===== config.mk =====
export PLATFORM = sky130hd
export DESIGN_NAME = alie_exec
export DESIGN_NICKNAME = d
export VERILOG_FILES = /design/src/alie_pkg.sv /design/src/alie_exec.sv
export VERILOG_INCLUDE_DIRS = /design/src
export SDC_FILE = /design/constraint.sdc
export NUM_CORES = 1
export LEC_CHECK = 0
export BUFFER_PORTS_ARGS = -buffer_cell sky130_fd_sc_hd__buf_2
export CAP_MARGIN = 20
export CORE_ASPECT_RATIO = 1.2
export CORE_UTILIZATION = 56
export CTS_BUF_LIST = sky130_fd_sc_hd__clkbuf_2
export DETAILED_ROUTE_END_ITERATION = 8
export PLACE_DENSITY = 0.82
export SYNTH_ARGS = -nofsm -noshare
export SYNTH_HDL_FRONTEND = slang
export SYNTH_SLANG_ARGS = --single-unit

===== constraint.sdc =====
create_clock -name mclk_in -period 2.75 [get_ports mclk_in]
set_input_delay 0.1375 -clock mclk_in [delete_from_list [all_inputs] [get_ports mclk_in]]
set_output_delay 0.1375 -clock mclk_in [all_outputs]
set_load 0.1 [all_outputs]

===== src/alie_regs.svh =====
/*
 Constants of the arithmetic/logic execution block: reset values, flag
 positions and cycle counts. Assumes inclusion by bare name.
*/
`ifndef ALIE_REGS_SVH
`define ALIE_REGS_SVH
`define ALIE_WREG_RST      8'h00
`define ALIE_PC_RST        11'h000
`define ALIE_ZERO_BYTE     8'h00
`define ALIE_FLAG_CARRY    0
`define ALIE_FLAG_HALF     1
`define ALIE_FLAG_ZERO     2
`define ALIE_FLAG_WRAP     3
`define ALIE_CALL_CYCLES   2'h2
`define ALIE_PC_STEP       11'h001
`endif


===== src/alie_pkg.sv =====
/*
 Types of the arithmetic/logic execution block.
 Assumes alie_regs.svh holds the numeric constants.
*/
package alie_pkg;
    typedef enum logic [3:0] {
        ALIE_OP_NONE,
        ALIE_OP_SUM_CARRY_TO_WREG,
        ALIE_OP_SUM_WITH_CARRY_INTO_MEMORY,
        ALIE_OP_SUM_TO_WREG,
        ALIE_OP_SUM_IMM_TO_WREG,
        ALIE_OP_SUM_INTO_MEMORY,
        ALIE_OP_AND_TO_WREG,
        ALIE_OP_AND_IMM_TO_WREG,
        ALIE_OP_BITWISE_CONJUNCTION_INTO_MEMORY,
        ALIE_OP_SUBROUTINE_JUMP,
        ALIE_OP_ZERO_MEMORY_BYTE
    } alie_op_t;

    typedef enum {
        ALIE_ST_IDLE,
        ALIE_ST_CALL2
    } alie_state_t;

    // Issued instruction
    typedef struct packed {
        alie_op_t    op;
        logic [7:0]  mem_data;
        logic [7:0]  imm;
        logic [10:0] target;
    } alie_instr_t;

    // Status flags
    typedef struct packed {
        logic signed_wrap_flag;
        logic zero;
        logic half_carry_flag;
        logic carry;
    } alie_flags_t;

    // Data memory write-back
    typedef struct packed {
        logic       we;
        logic [7:0] data;
    } alie_mem_wr_t;

    // Stack push
    typedef struct packed {
        logic        push;
        logic [10:0] addr;
    } alie_push_t;

    // Whole module state
    typedef struct packed {
        logic [1:0]   state;
        logic [7:0]   working_register;
        alie_flags_t  flags;
        logic [10:0]  pc;
        logic [10:0]  call_target;
        alie_mem_wr_t mem_wr;
        alie_push_t   push;
        logic         done;
    } alie_state_vec_t;
endpackage : alie_pkg


===== src/alie_exec.sv =====
/*
 Execution unit for sums, conjunctions, subroutine jump and byte clear.
 Assumes the fetch logic presents one instruction with issue_in high,
 with the addressed data byte already read, and waits for ready_out.
*/
// Contract
// - Sum with carry to working register stores wreg+byte+carry in wreg and sets wrap, zero, half and carry flags.
// - Sum with carry into memory writes wreg+byte+carry to the byte and sets wrap, zero, half and carry flags.
// - Plain sum stores wreg+byte in wreg and sets wrap, zero, half and carry flags.
// - Sum immediate stores wreg+imm in wreg and sets wrap, zero, half and carry flags.
// - Sum into memory writes wreg+byte to the byte and sets wrap, zero, half and carry flags.
// - Conjunction with memory stores wreg&byte in wreg and changes only the zero flag.
// - Conjunction with immediate stores wreg&imm in wreg and changes only the zero flag.
// - Conjunction into memory writes wreg&byte back to the byte and leaves wreg unchanged.
// - Subroutine jump pushes pc+1 on the stack then loads the target into pc.
// - Subroutine jump takes two cycles and changes no flags.
// - Zero memory byte writes 00 to the byte and changes no flags.
`include "alie_regs.svh"
module alie_exec (
    // Clock and reset
    input  wire logic                 mclk_in,
    input  wire logic                 reset_n_in,
    input  wire logic                 clk_en_in,
    // Instruction issue
    input  wire logic                 issue_in,
    input  wire alie_pkg::alie_instr_t instr_in,
    output logic                      ready_out,
    output logic                      done_out,
    // Architectural state
    output logic [7:0]                working_register_out,
    output alie_pkg::alie_flags_t     flags_out,
    output logic [10:0]               pc_out,
    // Memory and stack
    output alie_pkg::alie_mem_wr_t    mem_wr_out,
    output alie_pkg::alie_push_t      push_out
);
    alie_pkg::alie_state_vec_t st_r;
    alie_pkg::alie_state_vec_t st_nxt;

    // Sum with flag generation
    function automatic logic [11:0] alie_sum(input logic [7:0] a, input logic [7:0] b, input logic cin);
        logic [4:0] lo;
        logic [8:0] full;
        logic       wrap;
        lo   = {1'b0, a[3:0]} + {1'b0, b[3:0]} + {4'h0, cin};
        full = {1'b0, a} + {1'b0, b} + {8'h00, cin};
        wrap = (a[7] == b[7]) && (full[7] != a[7]);
        // Result, wrap, zero, half, carry
        alie_sum = {full[7:0], wrap, (full[7:0] == 8'h00), lo[4], full[8]};
    endfunction : alie_sum

    logic [11:0] sum_res;
    logic [7:0]  and_res;
    logic [7:0]  opnd;
    logic        cin;

    always_comb begin
        st_nxt = st_r;
        st_nxt.mem_wr.we = 1'b0;
        st_nxt.push.push = 1'b0;
        st_nxt.done = 1'b0;
        opnd = (instr_in.op == alie_pkg::ALIE_OP_SUM_IMM_TO_WREG ||
                instr_in.op == alie_pkg::ALIE_OP_AND_IMM_TO_WREG) ? instr_in.imm : instr_in.mem_data;
        cin = (instr_in.op == alie_pkg::ALIE_OP_SUM_CARRY_TO_WREG ||
               instr_in.op == alie_pkg::ALIE_OP_SUM_WITH_CARRY_INTO_MEMORY) ? st_r.flags.carry : 1'b0;
        sum_res = alie_sum(st_r.working_register, opnd, cin);
        and_res = st_r.working_register & opnd;
        case (alie_pkg::alie_state_t'(st_r.state))
            alie_pkg::ALIE_ST_IDLE: begin
                if (issue_in) begin
                    case (instr_in.op)
                        alie_pkg::ALIE_OP_SUM_CARRY_TO_WREG,
                        alie_pkg::ALIE_OP_SUM_TO_WREG,
                        alie_pkg::ALIE_OP_SUM_IMM_TO_WREG: begin
                            st_nxt.working_register = sum_res[11:4];
                            st_nxt.flags = sum_res[3:0];
                            st_nxt.pc = st_r.pc + `ALIE_PC_STEP;
                            st_nxt.done = 1'b1;
                        end
                        alie_pkg::ALIE_OP_SUM_WITH_CARRY_INTO_MEMORY,
                        alie_pkg::ALIE_OP_SUM_INTO_MEMORY: begin
                            st_nxt.mem_wr.we = 1'b1;
                            st_nxt.mem_wr.data = sum_res[11:4];
                            st_nxt.flags = sum_res[3:0];
                            st_nxt.pc = st_r.pc + `ALIE_PC_STEP;
                            st_nxt.done = 1'b1;
                        end
                        alie_pkg::ALIE_OP_AND_TO_WREG,
                        alie_pkg::ALIE_OP_AND_IMM_TO_WREG: begin
                            st_nxt.working_register = and_res;
                            st_nxt.flags.zero = (and_res == `ALIE_ZERO_BYTE);
                            st_nxt.pc = st_r.pc + `ALIE_PC_STEP;
                            st_nxt.done = 1'b1;
                        end
                        alie_pkg::ALIE_OP_BITWISE_CONJUNCTION_INTO_MEMORY: begin
                            st_nxt.mem_wr.we = 1'b1;
                            st_nxt.mem_wr.data = and_res;
                            st_nxt.flags.zero = (and_res == `ALIE_ZERO_BYTE);
                            st_nxt.pc = st_r.pc + `ALIE_PC_STEP;
                            st_nxt.done = 1'b1;
                        end
                        alie_pkg::ALIE_OP_SUBROUTINE_JUMP: begin
                            st_nxt.push.push = 1'b1;
                            st_nxt.push.addr = st_r.pc + `ALIE_PC_STEP;
                            st_nxt.call_target = instr_in.target;
                            st_nxt.state = 2'(alie_pkg::ALIE_ST_CALL2);
                        end
                        alie_pkg::ALIE_OP_ZERO_MEMORY_BYTE: begin
                            st_nxt.mem_wr.we = 1'b1;
                            st_nxt.mem_wr.data = `ALIE_ZERO_BYTE;
                            st_nxt.pc = st_r.pc + `ALIE_PC_STEP;
                            st_nxt.done = 1'b1;
                        end
                        default: begin
                            st_nxt.pc = st_r.pc + `ALIE_PC_STEP;
                            st_nxt.done = 1'b1;
                        end
                    endcase
                end
            end
            alie_pkg::ALIE_ST_CALL2: begin
                st_nxt.pc = st_r.call_target;
                st_nxt.done = 1'b1;
                st_nxt.state = 2'(alie_pkg::ALIE_ST_IDLE);
            end
            default: begin
                st_nxt.state = 2'(alie_pkg::ALIE_ST_IDLE);
            end
        endcase
    end

    always_ff @(posedge mclk_in or negedge reset_n_in) begin
        if (!reset_n_in) begin
            st_r <= '0;
            st_r.working_register <= `ALIE_WREG_RST;
            st_r.pc <= `ALIE_PC_RST;
        end else if (clk_en_in) begin
            st_r <= st_nxt;
        end
    end

    assign ready_out            = (st_r.state == 2'(alie_pkg::ALIE_ST_IDLE));
    assign done_out             = st_r.done;
    assign working_register_out = st_r.working_register;
    assign flags_out            = st_r.flags;
    assign pc_out               = st_r.pc;
    assign mem_wr_out           = st_r.mem_wr;
    assign push_out             = st_r.push;
endmodule : alie_exec


* Word-level counts from Yosys, hierarchy flattened
Index checks and enable logic that the tools add are counted.
** Word-level totals
- Register bits after elaboration :: 58
- Output and inout port bits :: 46
- Logic and storage cells :: 74
** Cells by class
- Add/subtract/negate cells :: 5
- Equality and inequality tests :: 16
- Muxes and demuxes :: 17
- Bitwise logic cells :: 1
- Reduce and logical (&&, ||, !) cells :: 22
** Operator list (number)
- 58-bit 2-to-1 mux :: 1
- 9-bit one-hot mux with 3 select lines :: 1
- 4-bit AND reduction :: 6
- 11-bit 2-to-1 mux :: 2
- 11-bit one-hot mux with 2 select lines :: 1
- 21-bit 2-to-1 mux :: 1
- 4-bit by 3-bit == test with 1-bit output (second input constant) :: 4
- 8-bit logical NOT :: 2
- 8-bit one-hot mux with 2 select lines :: 1
- 4-bit == test (second input constant) :: 3
- 12-bit 2-to-1 mux :: 1
- 11-bit by 1-bit adder with 11-bit output (second input constant) :: 1
- 8-bit by 8-bit adder with 9-bit output :: 1
- 9-bit by 1-bit adder with 9-bit output :: 1
- 8-bit AND :: 1
- 4-bit by 2-bit == test with 1-bit output (second input constant) :: 2
- 8-bit 2-to-1 mux :: 1
- 2-bit 2-to-1 mux :: 3
- 2-bit nonzero test :: 3
- 3-bit OR reduction :: 2
- 4-bit by 4-bit adder with 5-bit output :: 1
- 5-bit by 1-bit adder with 5-bit output :: 1
- 5-bit OR reduction :: 1
- 4-bit by 1-bit == test with 1-bit output (second input constant) :: 1
- other kinds (13) :: 19

* Depth between registers and ports, before layout
Gate-level depths: netlist (run 1).
- Depth after elaboration :: 10
- Depth in mapped cells :: 14
- Depth with buffers taken out :: 12

* Least setup slack after synthesis (run 1)
Ideal clock, no wire load.
- Kind :: input to register
- Start :: input port instr_in[29] (netlist name)
- End :: register st_r, in the netlist flags_out[2]
- Setup time :: 0.092 ns
- Arrival :: 2.868 ns
- Data required time :: 2.658 ns
- Setup slack :: -0.210 ns
- Cell stages on the path :: 14
- Cells stage by stage :: buf_2 > nor2b_1 > nor2b_1 > buf_2 > mux2_2 > inv_1 > fa_1 > inv_1 > fa_1 > a21o_1 > a21oi_1 > xor2_1 > o2111ai_1 > o31ai_2
** On the way
- Word-level cells in the longest chain between the ends :: 7
- Elaborated cells on any way between the ends :: 22
- Those cells by class :: add/sub (2); eq/ne (8); mux (3); bitwise (1); reduce/logical (8)
** Ends and longest elaborated chain
- start, declared :: line alie_exec.sv:26 : input wire alie_pkg::alie_instr_t instr_in,
- 4-bit by 3-bit == test with 1-bit output (on tied branches) :: line alie_exec.sv:62, alie_exec.sv:71, alie_exec.sv:63
- 1-bit logical OR :: line alie_exec.sv:62 : opnd = (instr_in.op == alie_pkg::ALIE_OP_SUM_IMM_TO_WREG ||
- 8-bit 2-to-1 mux :: line alie_exec.sv:63 : instr_in.op == alie_pkg::ALIE_OP_AND_IMM_TO_WREG) ? instr_in.imm : instr_in.mem_data;
- 8-bit by 8-bit adder with 9-bit output :: line alie_exec.sv:46 : full = {1'b0, a} + {1'b0, b} + {8'h00, cin};
- 9-bit by 1-bit adder with 9-bit output :: line alie_exec.sv:46
- 8-bit logical NOT :: line alie_exec.sv:49 : alie_sum = {full[7:0], wrap, (full[7:0] == 8'h00), lo[4], full[8]};
- 1-bit one-hot mux with 2 select lines :: line alie_exec.sv:71 : case (instr_in.op)
- end signal, assigned :: line alie_exec.sv:138 : st_r <= st_nxt;
- end, declared :: line alie_exec.sv:37 : alie_pkg::alie_state_vec_t st_r;
Parallel ways exist; a longest one is shown, timed or not.
A chain may end at the register's enable or synchronous reset.

* Worst setup path after layout (run 1)
- Start :: input port instr_in[30] (netlist name)
- End :: register st_r, in the netlist flags_out[2]
The elaborated chain is that of the path after synthesis.

==> flow_metrics.env, run 1 <==
export IMPL_io_pins=81
export IMPL_fmax_ghz=0.4219
export IMPL_initial_core_util=0.5890
export IMPL_finalHoldViolCount=0
export IMPL_num_rows=31
export IMPL_synth_top_area_frac=0.3927
export IMPL_p_total_uw=3946
export IMPL_p_int_uw=1828
export IMPL_p_comb_frac=0.579
export IMPL_startpoint="instr_in[30]"
export IMPL_finalNetCount=498
export IMPL_finalClockSkew_ps=23.22
export IMPL_root_buffer="clkbuf_2"
export IMPL_syn_avg_cell_area_um2=9.266
export IMPL_r2r_start="flags_out[0]"
export IMPL_cts_buffer_depth=2
export IMPL_die_area_um2=6814
export IMPL_clk_pin_slew_ps=180
export IMPL_finalNonFillerCells=539
export IMPL_finalSetupViolCount=0
export IMPL_vias=2978
export IMPL_dp_cells=510
export IMPL_min_period_ps=2370
export IMPL_drtIter0Drc=196
export IMPL_reg2reg_depth=9
export IMPL_crit_end="flags_out[2]"
export IMPL_cts_sinks=57
export IMPL_clkPwrFrac=0.134
export IMPL_hold_path_class="primary input to async pin"
export IMPL_synth_nets=438
export IMPL_coreArea_um2=6167
export IMPL_crit_path_end_kind="register"
export IMPL_dr_pass1_iters=4
export IMPL_worstPathArrival_ps=2770
export IMPL_place_gp_congestion=0.9115
export IMPL_synth_edff_count=0
export IMPL_tightest_slew_ps=794.8
export IMPL_timing_final_crit_share=0.8619
export IMPL_clock_latency_ps=490
export IMPL_slew_headroom=0.4688
export IMPL_synth_area_leaders="dfrtp_1 39%, buf_4 9.3%, mux2_2 6.5%"
export IMPL_synth_seq_cells=57
export IMPL_grt_pass1_wl_um=12790
export IMPL_ctsResizeCount=0
export IMPL_drive_gt1_frac=0.3151
export IMPL_status="finished, final reports clean"
export IMPL_synth_most_common_cell="dfrtp_1"
export IMPL_p_sw_uw=2119
export IMPL_cp_max_fo=5
export IMPL_syn_to_final_growth_pct=12.81
export IMPL_synthDistinctLibCells=53
export IMPL_tritoncts_num_buffers=9
export IMPL_maxSlewViolCount=0
export IMPL_final_util=0.6644
export IMPL_synth_common_cells="57 x dfrtp_1, 45 x buf_4, 43 x o21ai_0"
export IMPL_p_leak_uw=0.001957
export IMPL_reg2reg_slack_ps=450
export IMPL_grt_pass1_vias=2830
export IMPL_p_per_area_nw_per_um2=963.1
export IMPL_die_h_um=90.23
export IMPL_synthArstFlopShare=1.000
export IMPL_io_buffer_count=80
export IMPL_yosysWarnings=0
export IMPL_synth_ff_type="dfrtp_1"
export IMPL_p_seq_frac=0.287
export IMPL_viasPerCell=5.525
export IMPL_ir_drop_mv=0.7736
export IMPL_stdcell_area_um2=4098
export IMPL_post_dp_hpwl_um=6060
export IMPL_ant_nets=0
export IMPL_routed_wl_um=8062
export IMPL_num_fill_cells=518
export IMPL_r2r_end="flags_out[2]"
export IMPL_maxCapViolCount=0
export IMPL_ctsHoldBuffers=13
export IMPL_grt_max_degree=39
export IMPL_swShare=0.5368
export IMPL_die_w_um=75.52
export IMPL_ys_seq_area_frac=0.3927
export IMPL_diodes=0
export IMPL_hold_ws_ps=88.00
export IMPL_grtUsageTotal=0.2483
export IMPL_synthCells=392
export IMPL_cts_htree_levels=3
export IMPL_post_cts_setup_buffer_count=0
export IMPL_grt_overflow=0
export IMPL_synth_area_um2=3632
export IMPL_cts_tree="built"
export IMPL_drc=0
export IMPL_worst_ep_required_time_ps=3150
export IMPL_antenna_found_initial=0
export IMPL_grt_setup_unrepaired="no"
export IMPL_synth_area_leader_cell="dfrtp_1"
export IMPL_wl_per_cell_um=14.96
export IMPL_start_kind="primary input"
export IMPL_dpl_cell_area_um2=3859
export IMPL_critical_path_class="primary input to register"
routing by layer:
layer / vias up / routed length [um] / global-route usage
met2: 111 / 4059 / 0.4219
met3: 19 / 455 / 0.06614
met5: - / 0 / 0
met4: 0 / 223 / 0.1111
met1: 1394 / 3324 / 0.2824
li1: 1454 / - / -
flip-flops by register name, summed over array words and instances (netlist names):
signal                flops
push_out                 12
st_r                     12
done_out                  1
pc_out                   11
flags_out                 4
working_register_out      8
mem_wr_out                9
final cells by class:
class                   count  area (um2)  share of cell area
repair buffers            111       665.6              0.1624
well taps                  82       102.6             0.02504
multi-input cells         256        1730              0.4223
inverters                  17       63.81             0.01557
clock buffers              10       50.05             0.01221
clock inverters             6       58.81             0.01435
flip-flops and latches     57        1426              0.3481
how the worst min path moves through the flow:
stage / endpoint / cells after the start
2_1_floorplan: done_out / 0
3_3_place_gp: push_out[0] / 1
3_5_place_dp: push_out[0] / 1
4_1_cts: working_register_out[1] / 2
5_1_grt: working_register_out[1] / 2
6_report: working_register_out[1] / 2
placed cells by master, fill, tap and decap left out, types with 3 or more instances in the layout:
| master | synthesis | final |
|---|---|---|
| xnor2_1 | 12 | 12 |
| nor3_1 | 5 | 5 |
| nor2_1 | 19 | 19 |
| nand3_1 | 5 | 5 |
| o21ai_0 | 43 | 43 |
| o31a_1 | 4 | 4 |
| and3_1 | 3 | 3 |
| a32oi_1 | 3 | 3 |
| a21o_1 | 4 | 4 |
| nor3b_1 | 3 | 3 |
| nor4_1 | 5 | 5 |
| buf_4 | 45 | 18 |
| and2_1 | 3 | 3 |
| inv_1 | 17 | 17 |
| dlygate4sd3_1 | 0 | 13 |
| mux2_2 | 21 | 21 |
| a21oi_1 | 24 | 23 |
| nor2b_1 | 5 | 4 |
| nand2_1 | 38 | 38 |
| xor2_1 | 3 | 3 |
| o22ai_1 | 3 | 3 |
| buf_2 | 7 | 80 |
| dfrtp_1 | 57 | 57 |
| a22oi_1 | 5 | 5 |
| ha_1 | 9 | 9 |
| mux2i_1 | 3 | 3 |
| nand3b_1 | 3 | 3 |
| clkbuf_2 | 0 | 10 |
| a31oi_1 | 5 | 5 |
critical path, stage by stage:
cell and delay [ps]:
buf_2 120, nor2b_4 140, nor2b_1 160, buf_4 150, mux2_2 350, inv_1 80, fa_1 190, inv_1 60
fa_2 340, a21o_1 210, a21oi_2 250, xor2_1 170, o2111ai_1 140, o31ai_2 270
kinds of logic (layout without fill, tap and decap cells):
group                    count (synthesis)  after routing  synth area share
XOR/XNOR                                15             15           0.03617
multiplexers                            24             24           0.07337
buffers and inverters                   79            144            0.1347
adder cells (fa/ha/maj)                 11             11           0.04203
AND/OR/NAND/NOR                         96             96            0.1292
AO/OA/AOI/OAI                          110            110            0.1919
flip-flops                              57             57            0.3927
power groups by stage:
stage	sequential, uW	clock (uW)	combinational, uW
floorplan	1120	0	2010
global placement	1140	0	2220
detailed placement	1150	0	2250
CTS	1130	539	2280
global route	1160	577	2410
finish	1130	529	2290
per-stage QoR:
step / setup slack [ps] / setup TNS, ps
floorplan: 38.19 / 0
global placement: 36.85 / 0
detailed placement: -72.41 / -116.9
CTS: 412.0 / 0
global route: 245.3 / 0
finish: 379.9 / 0
Power figures use the tool's default switching activity.
==> run 2: changes to the inputs <==
Settings changed: CORE_ASPECT_RATIO 1.2 to unset.
==> flow_metrics.env, run 2 (synthesized netlist as in run 1, its figures left out) <==
export IMPL_status="finished, final reports clean"
export IMPL_p_leak_uw=0.001962
export IMPL_start_kind="primary input"
export IMPL_cts_buffer_depth=2
export IMPL_io_buffer_count=80
export IMPL_final_util=0.6710
export IMPL_grt_pass1_wl_um=13320
export IMPL_p_per_area_nw_per_um2=969.7
export IMPL_ctsResizeCount=0
export IMPL_finalNonFillerCells=531
export IMPL_critical_path_class="primary input to register"
export IMPL_tightest_slew_ps=707.9
export IMPL_setup_ws_ps=310.6
export IMPL_critPathMostFrequentCell="inv_1"
export IMPL_dp_cells=502
export IMPL_clock_latency_ps=490
export IMPL_crit_path_end_kind="register"
export IMPL_path_cells="buf_2 -> xor2_1 -> nor2b_1 -> buf_4 -> mux2_2 -> inv_1 -> fa_1 -> inv_1 -> fa_2 -> a21o_1 -> a221oi_2 -> xnor2_1 -> mux2i_1 -> o21ai_0"
export IMPL_fmax_ghz=0.4099
export IMPL_ant_nets=0
export IMPL_drive_gt1_frac=0.3114
export IMPL_routed_wl_um=8499
export IMPL_cpPeakStageDelay_ps=350
export IMPL_timing_final_crit_share=0.8870
export IMPL_drtIter0Drc=188
export IMPL_final_common_cell="buf_2"
export IMPL_cts_sinks=57
export IMPL_coreArea_um2=6096
export IMPL_hold_path_class="primary input to async pin"
export IMPL_cts_tree="built"
export IMPL_antenna_found_initial=0
export IMPL_worst_ep_required_time_ps=3140
export IMPL_finalClockSkew_ps=26.60
export IMPL_post_dp_hpwl_um=6024
export IMPL_pre_cts_slack_ps=-131.5
export IMPL_die_w_um=82.54
export IMPL_diodes=0
export IMPL_finalNetCount=498
export IMPL_root_buffer="clkbuf_2"
export IMPL_slew_headroom=0.5281
export IMPL_initial_core_util=0.5959
export IMPL_worstPathArrival_ps=2830
export IMPL_finalHoldViolCount=0
export IMPL_die_h_um=82.54
export IMPL_cts_htree_levels=3
export IMPL_maxSlewViolCount=0
export IMPL_cpMaxStageDelayCell="fa_2"
export IMPL_drc=0
export IMPL_grt_setup_unrepaired="no"
export IMPL_clk_pin_slew_ps=160
export IMPL_min_period_ps=2439
export IMPL_viasPerCell=5.670
export IMPL_grt_overflow=0
export IMPL_finalSetupViolCount=0
export IMPL_grtUsageTotal=0.2661
export IMPL_wl_per_cell_um=16.01
export IMPL_num_rows=28
export IMPL_io_pins=81
export IMPL_grt_pass1_vias=2741
export IMPL_place_gp_congestion=0.9073
export IMPL_ctsHoldBuffers=13
export IMPL_cp_max_fo=3
export IMPL_hold_ws_ps=118.1
export IMPL_vias=3011
export IMPL_maxCapViolCount=0
export IMPL_ir_drop_mv=0.7590
export IMPL_finalSetupTns_ps=0
export IMPL_die_area_um2=6812
export IMPL_syn_to_final_growth_pct=12.61
export IMPL_post_cts_setup_buffer_count=0
export IMPL_grt_max_degree=46
export IMPL_tritoncts_num_buffers=9
export IMPL_mostFrequentLayoutCells="80 x buf_2, 57 x dfrtp_1, 43 x o21ai_0"
export IMPL_dr_pass1_iters=4
## run 2: cell count changes in the layout (fill, tap and decap cells not counted)
| cell | previous run | this run |
|---|---|---|
| clkinvlp_4 | 2 | 0 |
| buf_12 | 0 | 1 |
| buf_4 | 18 | 17 |
| clkinv_1 | 1 | 2 |
## run 2: metal layers
| layer | part of all wire | wire [um] | global-route usage | vias up |
|---|---|---|---|---|
| li1 | - | - | - | 1458 |
| met1 | 0.44 | 3757 | 0.3508 | 1424 |
| met2 | 0.49 | 4123 | 0.4306 | 113 |
| met3 | 0.053 | 448 | 0.04615 | 16 |
| met5 | 0 | 0 | 0 | - |
| met4 | 0.020 | 170 | 0.1138 | 0 |
## run 2: layout make-up
cell class                 count  area [um2]
clock buffer                  10       50.05
clock inverter                 5       47.55
fill                         495        2006
inverter                      17       63.81
multi-input combinational    256        1730
sequential                    57        1426
tap                           75       93.84
timing repair buffer         111       678.2
## run 2: worst max-delay path: cells and delay by family
| kind | cells | cell delay (ps) |
|---|---|---|
| AO/OA/AOI/OAI | 3 | 720 |
| XOR/XNOR | 2 | 430 |
| adder cells (fa/ha/maj) | 2 | 540 |
| buffers and inverters | 4 | 400 |
| multiplexers | 2 | 500 |
| AND/OR/NAND/NOR | 1 | 110 |
## run 2: worst paths after layout
check	startpoint	endpoint	slack, ps	depth (start not counted)
max	instr_in[28]	working_register_out[6]	310	14
min	reset_n_in	push_out[7]	120	2
max reg2reg	working_register_out[0]	working_register_out[6]	350	9
min reg2reg	push_out[0]	push_out[0]	490	2
max in group asynchronous	reset_n_in	pc_out[1]	1870	4
min in group mclk_in	issue_in	mem_wr_out[7]	140	3
## run 2: power breakdown
group / internal, uW / switching (uW)
combinational: 613 / 1700
sequential: 1000 / 136
clock: 201 / 316
total: 1820 / 2150
## run 2: metrics by stage
| step | total power [uW] | cell area (um2) |
|---|---|---|
| finish | 3966 | 4090 |
| global route | 4158 | 4090 |
| CTS | 3950 | 4070 |
| detailed placement | 3409 | 3842 |
| global placement | 3347 | 3842 |
| floorplan | 3131 | 3651 |
